==> config.mk <==
export PLATFORM = sky130hd
export DESIGN_NAME = flash_self_program_control
export DESIGN_NICKNAME = d
export VERILOG_FILES = /design/src/inc/self_prog_pkg.sv /design/src/core/flash_self_program_control.sv
export SDC_FILE = /design/constraint.sdc
export NUM_CORES = 1
export LEC_CHECK = 0
export ABC_AREA = 0
export BUFFER_PORTS_ARGS = -buffer_cell sky130_fd_sc_hd__buf_2
export CORE_MARGIN = 4
export CORE_UTILIZATION = 47
export DETAILED_ROUTE_END_ITERATION = 10
export PLACE_DENSITY = 0.74
export SKIP_CTS_REPAIR_TIMING = 1
export SYNTH_ARGS = -nofsm -noshare
export SYNTH_HDL_FRONTEND = slang
export SYNTH_SLANG_ARGS = --single-unit
==> constraint.sdc <==
create_clock -name clk_sys -period 3.5 [get_ports clk_sys]
set_clock_uncertainty 0.15 [all_clocks]
set_input_delay 0.525 -clock clk_sys [delete_from_list [all_inputs] [get_ports clk_sys]]
set_output_delay 0.525 -clock clk_sys [all_outputs]
set_load 0.02 [all_outputs]
==> src/inc/self_prog_pkg.sv <==
// Package: constants of the flash self-programming controller
package self_prog_pkg;

  // ****************************************************************
  // Register map (byte addresses on APB)
  // ****************************************************************
  localparam logic [11:0] CTRL_OFFSET = 12'h000; // Control register
  localparam logic [11:0] LOCK_OFFSET = 12'h004; // Boot lock readback

  // ****************************************************************
  // Control register field positions
  // ****************************************************************
  localparam int IRQ_EN_BIT = 7; // Ready interrupt enable
  localparam int RWW_BUSY_BIT = 6; // Section busy flag
  localparam int RSVD_BIT = 5; // Reserved, reads zero
  localparam int REENABLE_BIT = 4; // Section read re-enable
  localparam int LOCK_SET_BIT = 3; // Boot lock set
  localparam int PAGE_WRITE_BIT = 2; // Page write
  localparam int PAGE_ERASE_BIT = 1; // Page erase
  localparam int STORE_EN_BIT = 0; // Store enable

  // ****************************************************************
  // Accepted command codes (low five control bits)
  // ****************************************************************
  localparam logic [4:0] CMD_REENABLE = 5'h11;
  localparam logic [4:0] CMD_LOCK_SET = 5'h09;
  localparam logic [4:0] CMD_PAGE_WRITE = 5'h05;
  localparam logic [4:0] CMD_PAGE_ERASE = 5'h03;
  localparam logic [4:0] CMD_BUF_LOAD = 5'h01;

  // ****************************************************************
  // Reset values and timing
  // ****************************************************************
  localparam logic [7:0] CTRL_RESET = 8'h00; // Control register reset
  localparam logic [7:0] LOCK_RESET = 8'hFF; // Lock bits unprogrammed
  localparam logic [15:0] BUF_EMPTY = 16'hFFFF; // Unloaded buffer word
  localparam logic [2:0] STORE_WINDOW = 3'h4; // Cycles a command stays armed
  localparam logic [2:0] LOAD_WINDOW = 3'h3; // Cycles for lock/fuse read

  // Operation states
  typedef enum logic [1:0] {
    OP_IDLE,
    OP_START,
    OP_RUN
  } op_state_e;

endpackage

==> src/core/flash_self_program_control.sv <==
// Flash self-programming controller with APB control register
`timescale 1ns/1ps
`default_nettype none

module flash_self_program_control
  import self_prog_pkg::*;
#(
  parameter int WORD_BITS = 5, // Word-in-page address bits
  parameter int PAGE_BITS = 7, // Page index address bits
  parameter int NO_READ_WHILE_WRITE_SECTION_FIRST_PAGE = 96 // First page of the no-rww section
) (
  // Clock and reset
  input wire logic clk_sys,
  input wire logic nrst,
  // APB slave
  input wire logic psel,
  input wire logic penable,
  input wire logic pwrite,
  input wire logic [11:0] paddr,
  input wire logic [31:0] pwdata,
  output logic [31:0] prdata,
  output logic pready,
  output logic pslverr,
  // Core instruction side
  input wire logic storeInstr,
  input wire logic loadInstr,
  input wire logic [15:0] zPointer,
  input wire logic [7:0] dataLowReg,
  input wire logic [7:0] dataHighReg,
  input wire logic globalIrqEn,
  input wire logic [7:0] fuseBits,
  output logic [7:0] loadData,
  output logic loadValid,
  output logic cpuStall,
  output logic rwwBlocked,
  output logic storeReadyIrq,
  // Flash array side
  input wire logic flashDone,
  input wire logic [WORD_BITS-1:0] bufReadIdx,
  output logic [15:0] bufReadData,
  output logic flashStart,
  output logic flashErase,
  output logic [PAGE_BITS-1:0] flashPage
);

  localparam int WORDS = 1 << WORD_BITS;

  // ****************************************************************
  // Helper functions
  // ****************************************************************

  // Page index from a byte pointer
  function automatic logic [PAGE_BITS-1:0] pageOf(input logic [15:0] z);
    pageOf = z[WORD_BITS+PAGE_BITS:WORD_BITS+1];
  endfunction

  // Word index from a byte pointer, bit zero ignored
  function automatic logic [WORD_BITS-1:0] wordOf(input logic [15:0] z);
    wordOf = z[WORD_BITS:1];
  endfunction

  // Whether a page lies in the no-read-while-write section
  function automatic logic inNrww(input logic [PAGE_BITS-1:0] p);
    inNrww = (32'(p) >= NO_READ_WHILE_WRITE_SECTION_FIRST_PAGE);
  endfunction

  // ****************************************************************
  // State
  // ****************************************************************
  logic irqEnable_reg; // Ready interrupt enable
  logic rwwBusy_reg; // Section busy flag
  logic [4:0] cmd_reg; // Armed command bits, store enable at bit 0
  logic [2:0] window_reg; // Store window countdown
  logic [2:0] loadWin_reg; // Lock/fuse read window countdown
  op_state_e opState_reg; // Erase/write progress
  logic [7:0] lockBits_reg; // Boot lock bits
  logic [15:0] buffer [WORDS]; // Temporary page buffer
  logic [WORDS-1:0] bufValid_reg; // Buffer word already loaded

  // Decoded APB access
  logic apbAccess;
  logic apbWrite;
  logic ctrlHit;
  logic lockHit;
  logic [4:0] wrCmd;
  logic cmdAccept;
  logic opBusy;
  logic storeArmed;
  logic storeFire;
  logic windowExpire;

  assign apbAccess = psel && penable && !pready;
  assign apbWrite = apbAccess && pwrite;
  assign ctrlHit = (paddr == CTRL_OFFSET);
  assign lockHit = (paddr == LOCK_OFFSET);
  assign wrCmd = pwdata[4:0];
  assign opBusy = (opState_reg != OP_IDLE);
  assign storeArmed = cmd_reg[STORE_EN_BIT] && !opBusy;
  assign storeFire = storeInstr && storeArmed;
  assign windowExpire = storeArmed && !storeInstr && (window_reg == 3'h1);

  // Accept only the five codes, and nothing while an operation runs
  always_comb begin
    cmdAccept = 1'b0;
    if (apbWrite && ctrlHit && !opBusy) begin
      case (wrCmd)
        CMD_REENABLE, CMD_LOCK_SET, CMD_PAGE_WRITE,
        CMD_PAGE_ERASE, CMD_BUF_LOAD: cmdAccept = 1'b1;
        default: cmdAccept = 1'b0;
      endcase
    end
  end

  // ****************************************************************
  // APB slave: one wait state, registered answer
  // ****************************************************************

  // Answer strobe and error
  always_ff @(posedge clk_sys or negedge nrst) begin
    if (!nrst) begin
      pready <= 1'b0;
      pslverr <= 1'b0;
    end else begin
      pready <= apbAccess;
      pslverr <= apbAccess && !ctrlHit && !lockHit;
    end
  end

  // Read data
  always_ff @(posedge clk_sys or negedge nrst) begin
    if (!nrst) begin
      prdata <= 32'h0000_0000;
    end else if (apbAccess) begin
      if (ctrlHit && !pwrite) begin
        // Reserved bit five stays zero
        prdata <= {24'h00_0000, irqEnable_reg, rwwBusy_reg, 1'b0, cmd_reg};
      end else if (lockHit && !pwrite) begin
        prdata <= {24'h00_0000, lockBits_reg};
      end else begin
        prdata <= 32'h0000_0000;
      end
    end
  end

  // Interrupt enable bit is plain read/write
  always_ff @(posedge clk_sys or negedge nrst) begin
    if (!nrst) begin
      irqEnable_reg <= CTRL_RESET[IRQ_EN_BIT];
    end else if (apbWrite && ctrlHit) begin
      irqEnable_reg <= pwdata[IRQ_EN_BIT];
    end
  end

  // ****************************************************************
  // Command bits and store window
  // ****************************************************************

  // Command bits: armed by write, cleared on store, expiry or finish
  always_ff @(posedge clk_sys or negedge nrst) begin
    if (!nrst) begin
      cmd_reg <= CTRL_RESET[4:0];
    end else if (cmdAccept) begin
      cmd_reg <= wrCmd;
    end else if (opState_reg == OP_RUN && flashDone) begin
      // Erase or write finished: store enable and op bit drop
      cmd_reg <= 5'h00;
    end else if (storeFire) begin
      if (cmd_reg[PAGE_WRITE_BIT] || cmd_reg[PAGE_ERASE_BIT]) begin
        // Store enable stays high through the operation
        cmd_reg <= cmd_reg;
      end else begin
        cmd_reg <= 5'h00;
      end
    end else if (windowExpire) begin
      // Nothing stored in time: every command bit clears together
      cmd_reg <= 5'h00;
    end
  end

  // Four-cycle store window, restarted on each accepted write
  always_ff @(posedge clk_sys or negedge nrst) begin
    if (!nrst) begin
      window_reg <= 3'h0;
    end else if (cmdAccept) begin
      window_reg <= STORE_WINDOW;
    end else if (storeFire) begin
      window_reg <= 3'h0;
    end else if (window_reg != 3'h0) begin
      window_reg <= window_reg - 3'h1;
    end
  end

  // Three-cycle window for reading lock or fuse bits
  always_ff @(posedge clk_sys or negedge nrst) begin
    if (!nrst) begin
      loadWin_reg <= 3'h0;
    end else if (cmdAccept && wrCmd == CMD_LOCK_SET) begin
      loadWin_reg <= LOAD_WINDOW;
    end else if (loadWin_reg != 3'h0) begin
      loadWin_reg <= loadWin_reg - 3'h1;
    end
  end

  // Lock or fuse read answer, pointer bit zero selects
  always_ff @(posedge clk_sys or negedge nrst) begin
    if (!nrst) begin
      loadData <= 8'h00;
      loadValid <= 1'b0;
    end else begin
      loadValid <= loadInstr && (loadWin_reg != 3'h0);
      if (loadInstr && loadWin_reg != 3'h0) begin
        loadData <= zPointer[0] ? fuseBits : lockBits_reg;
      end
    end
  end

  // ****************************************************************
  // Boot lock bits
  // ****************************************************************

  // Lock bits only move toward programmed, from low data register
  always_ff @(posedge clk_sys or negedge nrst) begin
    if (!nrst) begin
      lockBits_reg <= LOCK_RESET;
    end else if (storeFire && cmd_reg[LOCK_SET_BIT]) begin
      lockBits_reg <= lockBits_reg & dataLowReg;
    end
  end

  // ****************************************************************
  // Erase and write sequencing
  // ****************************************************************

  // Operation state: start pulse, then wait for the array
  always_ff @(posedge clk_sys or negedge nrst) begin
    if (!nrst) begin
      opState_reg <= OP_IDLE;
    end else begin
      case (opState_reg)
        OP_IDLE: begin
          if (storeFire && (cmd_reg[PAGE_WRITE_BIT] || cmd_reg[PAGE_ERASE_BIT])) begin
            opState_reg <= OP_START;
          end
        end
        OP_START: opState_reg <= OP_RUN;
        OP_RUN: begin
          if (flashDone) begin
            opState_reg <= OP_IDLE;
          end
        end
        default: opState_reg <= OP_IDLE;
      endcase
    end
  end

  // Latch page and kind at start so the pointer is free afterwards
  always_ff @(posedge clk_sys or negedge nrst) begin
    if (!nrst) begin
      flashPage <= '0;
      flashErase <= 1'b0;
    end else if (opState_reg == OP_IDLE && storeFire
                 && (cmd_reg[PAGE_WRITE_BIT] || cmd_reg[PAGE_ERASE_BIT])) begin
      flashPage <= pageOf(zPointer);
      flashErase <= cmd_reg[PAGE_ERASE_BIT];
    end
  end

  // One-cycle start strobe to the array
  always_ff @(posedge clk_sys or negedge nrst) begin
    if (!nrst) begin
      flashStart <= 1'b0;
    end else begin
      flashStart <= (opState_reg == OP_IDLE) && storeFire
                    && (cmd_reg[PAGE_WRITE_BIT] || cmd_reg[PAGE_ERASE_BIT]);
    end
  end

  // Core stall for the whole no-rww operation
  always_ff @(posedge clk_sys or negedge nrst) begin
    if (!nrst) begin
      cpuStall <= 1'b0;
    end else if (opState_reg == OP_IDLE && storeFire
                 && (cmd_reg[PAGE_WRITE_BIT] || cmd_reg[PAGE_ERASE_BIT])) begin
      cpuStall <= inNrww(pageOf(zPointer));
    end else if (opState_reg == OP_RUN && flashDone) begin
      cpuStall <= 1'b0;
    end
  end

  // ****************************************************************
  // Section busy flag
  // ****************************************************************

  // Set by an rww operation, cleared by re-enable or buffer load
  always_ff @(posedge clk_sys or negedge nrst) begin
    if (!nrst) begin
      rwwBusy_reg <= CTRL_RESET[RWW_BUSY_BIT];
    end else if (opState_reg == OP_IDLE && storeFire
                 && (cmd_reg[PAGE_WRITE_BIT] || cmd_reg[PAGE_ERASE_BIT])
                 && !inNrww(pageOf(zPointer))) begin
      rwwBusy_reg <= 1'b1;
    end else if (storeFire && cmd_reg[REENABLE_BIT]) begin
      rwwBusy_reg <= 1'b0;
    end else if (storeFire && cmd_reg == CMD_BUF_LOAD) begin
      rwwBusy_reg <= 1'b0;
    end
  end

  // Section access block seen by the fetch and load paths
  always_ff @(posedge clk_sys or negedge nrst) begin
    if (!nrst) begin
      rwwBlocked <= 1'b0;
    end else begin
      // Up with the start strobe, down at the done edge unless the busy flag holds it
      rwwBlocked <= ((opState_reg == OP_IDLE) && storeFire
                     && (cmd_reg[PAGE_WRITE_BIT] || cmd_reg[PAGE_ERASE_BIT]))
                    || (opBusy && !(opState_reg == OP_RUN && flashDone))
                    || (rwwBusy_reg && !(storeFire && (cmd_reg[REENABLE_BIT]
                        || cmd_reg == CMD_BUF_LOAD)));
    end
  end

  // Ready interrupt held while enabled and store enable is low
  always_ff @(posedge clk_sys or negedge nrst) begin
    if (!nrst) begin
      storeReadyIrq <= 1'b0;
    end else begin
      storeReadyIrq <= irqEnable_reg && globalIrqEn && !cmd_reg[STORE_EN_BIT];
    end
  end

  // ****************************************************************
  // Temporary page buffer
  // ****************************************************************

  // Valid bits: a word is written once, then locked until cleared
  always_ff @(posedge clk_sys or negedge nrst) begin
    if (!nrst) begin
      bufValid_reg <= '0;
    end else if (opState_reg == OP_RUN && flashDone && !flashErase) begin
      bufValid_reg <= '0;
    end else if (cmdAccept && wrCmd == CMD_REENABLE) begin
      // Re-enable written mid-load drops everything loaded so far
      bufValid_reg <= '0;
    end else if (storeFire && cmd_reg == CMD_BUF_LOAD) begin
      bufValid_reg[wordOf(zPointer)] <= 1'b1;
    end
  end

  // Buffer storage, written only into an empty slot
  always_ff @(posedge clk_sys) begin
    if (storeFire && cmd_reg == CMD_BUF_LOAD && !bufValid_reg[wordOf(zPointer)]) begin
      buffer[wordOf(zPointer)] <= {dataHighReg, dataLowReg};
    end
  end

  // Array read port, empty words read as erased
  always_ff @(posedge clk_sys or negedge nrst) begin
    if (!nrst) begin
      bufReadData <= BUF_EMPTY;
    end else if (bufValid_reg[bufReadIdx]) begin
      bufReadData <= buffer[bufReadIdx];
    end else begin
      bufReadData <= BUF_EMPTY;
    end
  end

endmodule

`default_nettype wire

# ---- Word level (Yosys, flattened, before mapping)
# Memory sizes are Yosys's and may differ from the RTL's.
# Cells that the tools add are included.
dict set report classes {
  muxes 35
  bitwise_logic 2
  add_sub_neg 2
  eq_ne 13
  n_reduce_logical 62
  order_cmp 4
}
# operator n
set ops {}
lappend ops {{$mux W32} 4}
lappend ops {{$logic_and A1 B1 Y1} 32}
lappend ops {{$or A32 B32 Y32} 1}
lappend ops {{$mux W5} 5}
lappend ops {{$mux W16} 1}
lappend ops {{$mux W8} 2}
lappend ops {{$mux W3} 5}
lappend ops {{$reduce_bool A3 Y1} 5}
lappend ops {{$eq A12 B3 Y1 const B} 1}
lappend ops {{$logic_not A1 Y1} 12}
lappend ops {{$logic_not A12 Y1} 1}
lappend ops {{$lt A5 B6 Y1 const B} 2}
lappend ops {{$mux W1} 12}
lappend ops {{$bmux W1 S5} 2}
lappend ops {{$eq A5 B1 Y1 const B} 2}
lappend ops {{$and A8 B8 Y8} 1}
lappend ops {{$ge A7 B7 Y1 const B} 1}
lappend ops {{$pmux W2 S3} 1}
lappend ops {{$reduce_bool A2 Y1} 3}
lappend ops {{$sub A3 B1 Y3 const B} 2}
lappend ops {{$demux W1 S5} 1}
lappend ops {{$eq A5 B2 Y1 const B} 1}
lappend ops {{$eq A5 B3 Y1 const B} 1}
lappend ops {{$eq A5 B4 Y1 const B} 1}
lappend ops {{13 further kinds} 19}
dict set report word_totals {
  ff_bits 126
  mem_bits_rw 512
  memories 1
  wordCells 139
}
# memory depth width read_ports rd_clocked_by_memory_dff write_ports line
set mem_list {}
lappend mem_list {buffer 32 16 1 0 1 flash_self_program_control.sv:77} ;# logic [15:0] buffer [WORDS];

# ---- Logic depth before layout (Yosys ltp)
dict set report logic_depth {
  ltp_word 9
  ltp_mapped 9
  depth_no_buf 8
}

# ---- Worst setup path before layout
# OpenSTA, ideal clock, no wires.
dict set report synth_path {
  path_kind {input to register}
  startpoint {input port zPointer[2]}
  endpoint {memory buffer[4][0] (enable)}
  stages 7
  n_path_buf 1
  required_ns 2.962
  t_arrival_ns 2.966
  path_slack_ns -0.004
  path_cell_list {clkbuf_1 -> mux4_2 -> a22o_1 -> a211oi_2 -> a21boi_4 -> nand2_1 -> nor2_1}
}
dict set report synth_between {
  elab_chain_cells 6
}
# item line
set synth_lines {}
lappend synth_lines {{from (decl)} flash_self_program_control.sv:27} ;# input wire logic [15:0] zPointer,
lappend synth_lines {{$bmux W1 S5} flash_self_program_control.sv:352} ;# if (storeFire && cmd_reg == CMD_BUF_LOAD && !bufValid_reg[wordOf(zPointer)]) begin
lappend synth_lines {{$mux W1 (not written as such)} flash_self_program_control.sv:352}
lappend synth_lines {{$logic_not A1 Y1} flash_self_program_control.sv:352}
lappend synth_lines {{$logic_and A1 B1 Y1} flash_self_program_control.sv:352}
lappend synth_lines {{$mux W1} flash_self_program_control.sv:352}
lappend synth_lines {{$mux W1 (not written as such)} flash_self_program_control.sv:353} ;# buffer[wordOf(zPointer)] <= {dataHighReg, dataLowReg};
lappend synth_lines {{to (decl)} flash_self_program_control.sv:77}
# Parallel ways exist; a longest one is shown, timed or not. The select of a mux whose other input is x is not followed.

# ---- Final worst setup path
dict set report layout_path {
  startpoint {register cmd_reg[3]}
  endpoint {memory buffer[30][3] (enable)}
}
dict set report layout_between {
  elab_chain_cells 5
}
# item line
set layout_lines {}
lappend layout_lines {{from (decl)} flash_self_program_control.sv:72} ;# logic [4:0] cmd_reg;
lappend layout_lines {{from (signal assigned)} flash_self_program_control.sv:161} ;# cmd_reg <= CTRL_RESET[4:0];
lappend layout_lines {{from (signal assigned)} flash_self_program_control.sv:163} ;# cmd_reg <= wrCmd;
lappend layout_lines {{from (signal assigned)} flash_self_program_control.sv:170} ;# cmd_reg <= cmd_reg;
lappend layout_lines {{$eq A5 B1 Y1} flash_self_program_control.sv:352}
lappend layout_lines {{$logic_and A1 B1 Y1 (2 in a row)} flash_self_program_control.sv:352}
lappend layout_lines {{$mux W1} flash_self_program_control.sv:352}
lappend layout_lines {{$mux W1 (not written as such)} flash_self_program_control.sv:353}
# No other way between the ends.

==> impl_metrics.toml <==
[placed_design]
dpl.cell_count = 2236
dp_slack_ns = 0.278
port_buffers = 115
hpwl_um = 37400
finalWeightedCongestion = 0.947
dpl-instance-area_um2 = 26400

[sta]
finalHoldViolCount = 0
fin_ws_ns = 0.420
setup_viol = 0
slew_violations = 0
fin_tns_setup_ns = 0
fin_crit_ns = 3.08
rsz0062_at_grt = "no"
worst_pin_slew_ns = 1.12
max_slew_margin = 0.254
max_freq_ghz = 0.325
min_period_over_period = 0.880

[cts]
cts_root_buf = "clkbuf_16"
cts.sinks = 614
cts_made_buffers = 60
htree_num_levels = 2
clock_latency_ns = 0.63
clk_pin_slew_ns = 0.06
cts_tree = "done"
clock_tree.buffer_depth = 3

[detailed_routing]
wire_per_inst_um = 25.2
vias_per_cell = 5.87
drtIter0Drc = 1453
totalWireLength_um = 59500
via_count = 13800
first_pass_iters = 5
drc = 0
ant_nets = 0

[synth]
ys.flop_type = "edfxtp_1"
synth_mux_area_frac = 0.133
synth-seq-area-share = 0.729
synthSimpleGateAreaFrac = 0.0411
syn_area_per_cell_um2 = 17.2
yosysWarnings = 0
synth_fa_ha_area_frac = 0.00254
syn_area_um2 = 24600
synth_edf_count = 512
ys_types = 51
synth_xor_area_frac = 0.000711
synth_top_family_by_area = "multiplexers"
ys_ff_latch = 614
synth_compound_area_frac = 0.0708
synthCells = 1433
async_flop_share = 0.166

[worst_setup_path]
cpLargestDelayFamily = "simple AND/OR/NAND/NOR gates"
cp_max_fo = 16
crit_type = "flip-flop to flip-flop"
endpoint_kind = "flip-flop"
required_ns = 3.64
critPathBufInv = 2
slowest_delay_ns = 0.43
slowest_stage = "dfrtp_1"
start_kind = "flip-flop"
worst-path-stages = 8
rr_worst_depth = 8
worstPathArrival_ns = 3.22
crit_path_cell_trace = "nor4b_1 -> nand4b_1 -> a211oi_2 -> a21boi_4 -> nand3b_2 -> buf_12 -> nor2_1 -> buf_4"

[worst_hold_path]
hp-class = "input pin to flip-flop"
min_path_cells = 3

[global_route]
grt_overflow_total = 0
grt_max_degree = 67
grt_antenna_before_repair = 1
grt_usage = 0.208
grt_use_met1 = 0.293
grt_pass1_vias = 13900
globalRouteMet2Util = 0.327
grt.busiest_layer = "met2"
grt_pass1_wl_um = 88000
grt_use_met3 = 0.0459

[pwr]
irDropWorstVdd_mv = 0.435
p_per_area_nw_per_um2 = 553
leakage_uw = 0.0103
p_total_uw = 15700

[flow_run]
drv_cap = 0

[run_status]
status = "complete, no violations"

[cells_and_area]
drive_above_1_share = 0.258
final_nets = 1731
final_cell_area_um2 = 28500
final_cells = 2357
largest_reg_flops = 512
diodes = 0
syn2layout_area_growth_pct = 15.6

[floorplanning]
die_h_um = 237
rows = 83
core_um2 = 51600
die_width_um = 237
fp.dieArea_um2 = 56100
io_pins = 169
initial_core_util = 0.477
## cell families after synthesis
family,Yosys count
muxes,235
adders and majority gates,5
and+or+nand+nor,215
xor gates and xnor gates,2
DFF,614
other,1
buffers and inverters,115
AOI/OAI and AO/OA,246
## synth_stat cells (14+ instances only)
library cell | number | area, µm²
a21oi_1 | 60 | 300
a221oi_1 | 49 | 429
a22o_1 | 22 | 193
a22oi_1 | 17 | 128
buf_2 | 30 | 150
buf_4 | 25 | 188
clkbuf_1 | 38 | 143
dfrtp_1 | 78 | 1950
dfstp_2 | 24 | 631
edfxtp_1 | 512 | 15400
mux2_2 | 17 | 191
mux2i_1 | 146 | 1460
mux4_2 | 72 | 1620
nand2_1 | 53 | 199
nor2_1 | 89 | 334
o211ai_1 | 17 | 128
o21a_1 | 24 | 180
o21ai_0 | 33 | 165
o311ai_0 | 14 | 123
or2_2 | 18 | 113
## layout by cell type, fill, tap and decap left out, types with 22 or more instances in the layout
cell	instances
a21oi_1	60
a221oi_1	49
a22o_1	22
buf_2	112
buf_4	85
clkbuf_16	62
conb_1	24
dfrtp_1	78
dfstp_2	24
edfxtp_1	512
mux2i_1	146
mux4_2	72
nand2_1	53
nor2_1	88
o21a_1	24
o21ai_0	33
## layer usage
metal	vias up	wire (µm)	part of all wire
li1	6027	-	-
met1	7025	24100	0.41
met2	683	28200	0.47
met3	99	5390	0.091
met4	0	1810	0.030
met5	-	0	0
## worst register-to-register path, stage by stage (launching register included)
cell      delay (ns)
dfrtp_1         0.43
nor4b_1         0.41
nand4b_1        0.37
a211oi_2        0.37
a21boi_4        0.30
nand3b_2        0.15
buf_12          0.18
nor2_1          0.12
buf_4           0.29
## where the power goes
| part | internal (µW) | leakage, µW | switching [µW] | total (µW) |
|---|---|---|---|---|
| clock network | 3790 | 0.000983 | 2670 | 6460 |
| logic | 414 | 0.00341 | 765 | 1180 |
| registers | 8040 | 0.00591 | 53.4 | 8090 |
| total | 12200 | 0.0103 | 3490 | 15700 |
## through the flow
stage,hold WS (ns),util
after CTS,-0.142,0.550
after floorplan,0.0794,-
after global placement,0.308,0.511
after global routing,0.0455,0.552
final,0.0359,0.552
after detailed placement,0.313,0.511
## worst paths after layout
kind / start / end / slack, ns
max: cmd_reg[3]$_DFFE_PN0P_ / buffer[30][3]$_DFFE_PP_ / 0.42
min: flashDone / opState_reg[1]$_DFFE_PN0P_ / 0.04
max reg2reg: cmd_reg[3]$_DFFE_PN0P_ / buffer[30][3]$_DFFE_PP_ / 0.42
min reg2reg: flashPage[1]$_DFFE_PN0P_ / flashPage[1]$_DFFE_PN0P_ / 0.32
max in group asynchronous: nrst / bufReadData[11]$_DFF_PN1_ / 1.95
min in group asynchronous: nrst / loadWin_reg[2]$_DFFE_PN0P_ / 0.40
## area by class of cell
type	instances	area (µm²)
Tap cell	680	851
Sequential cell	614	18000
Inverter	13	48.8
Clock buffer	80	1670
Clock inverter	31	334
Fill cell	3854	23100
Multi-Input combinational cell	727	6210
Timing Repair Buffer	212	1390
Note: power is estimated with default switching activity, not from simulation.
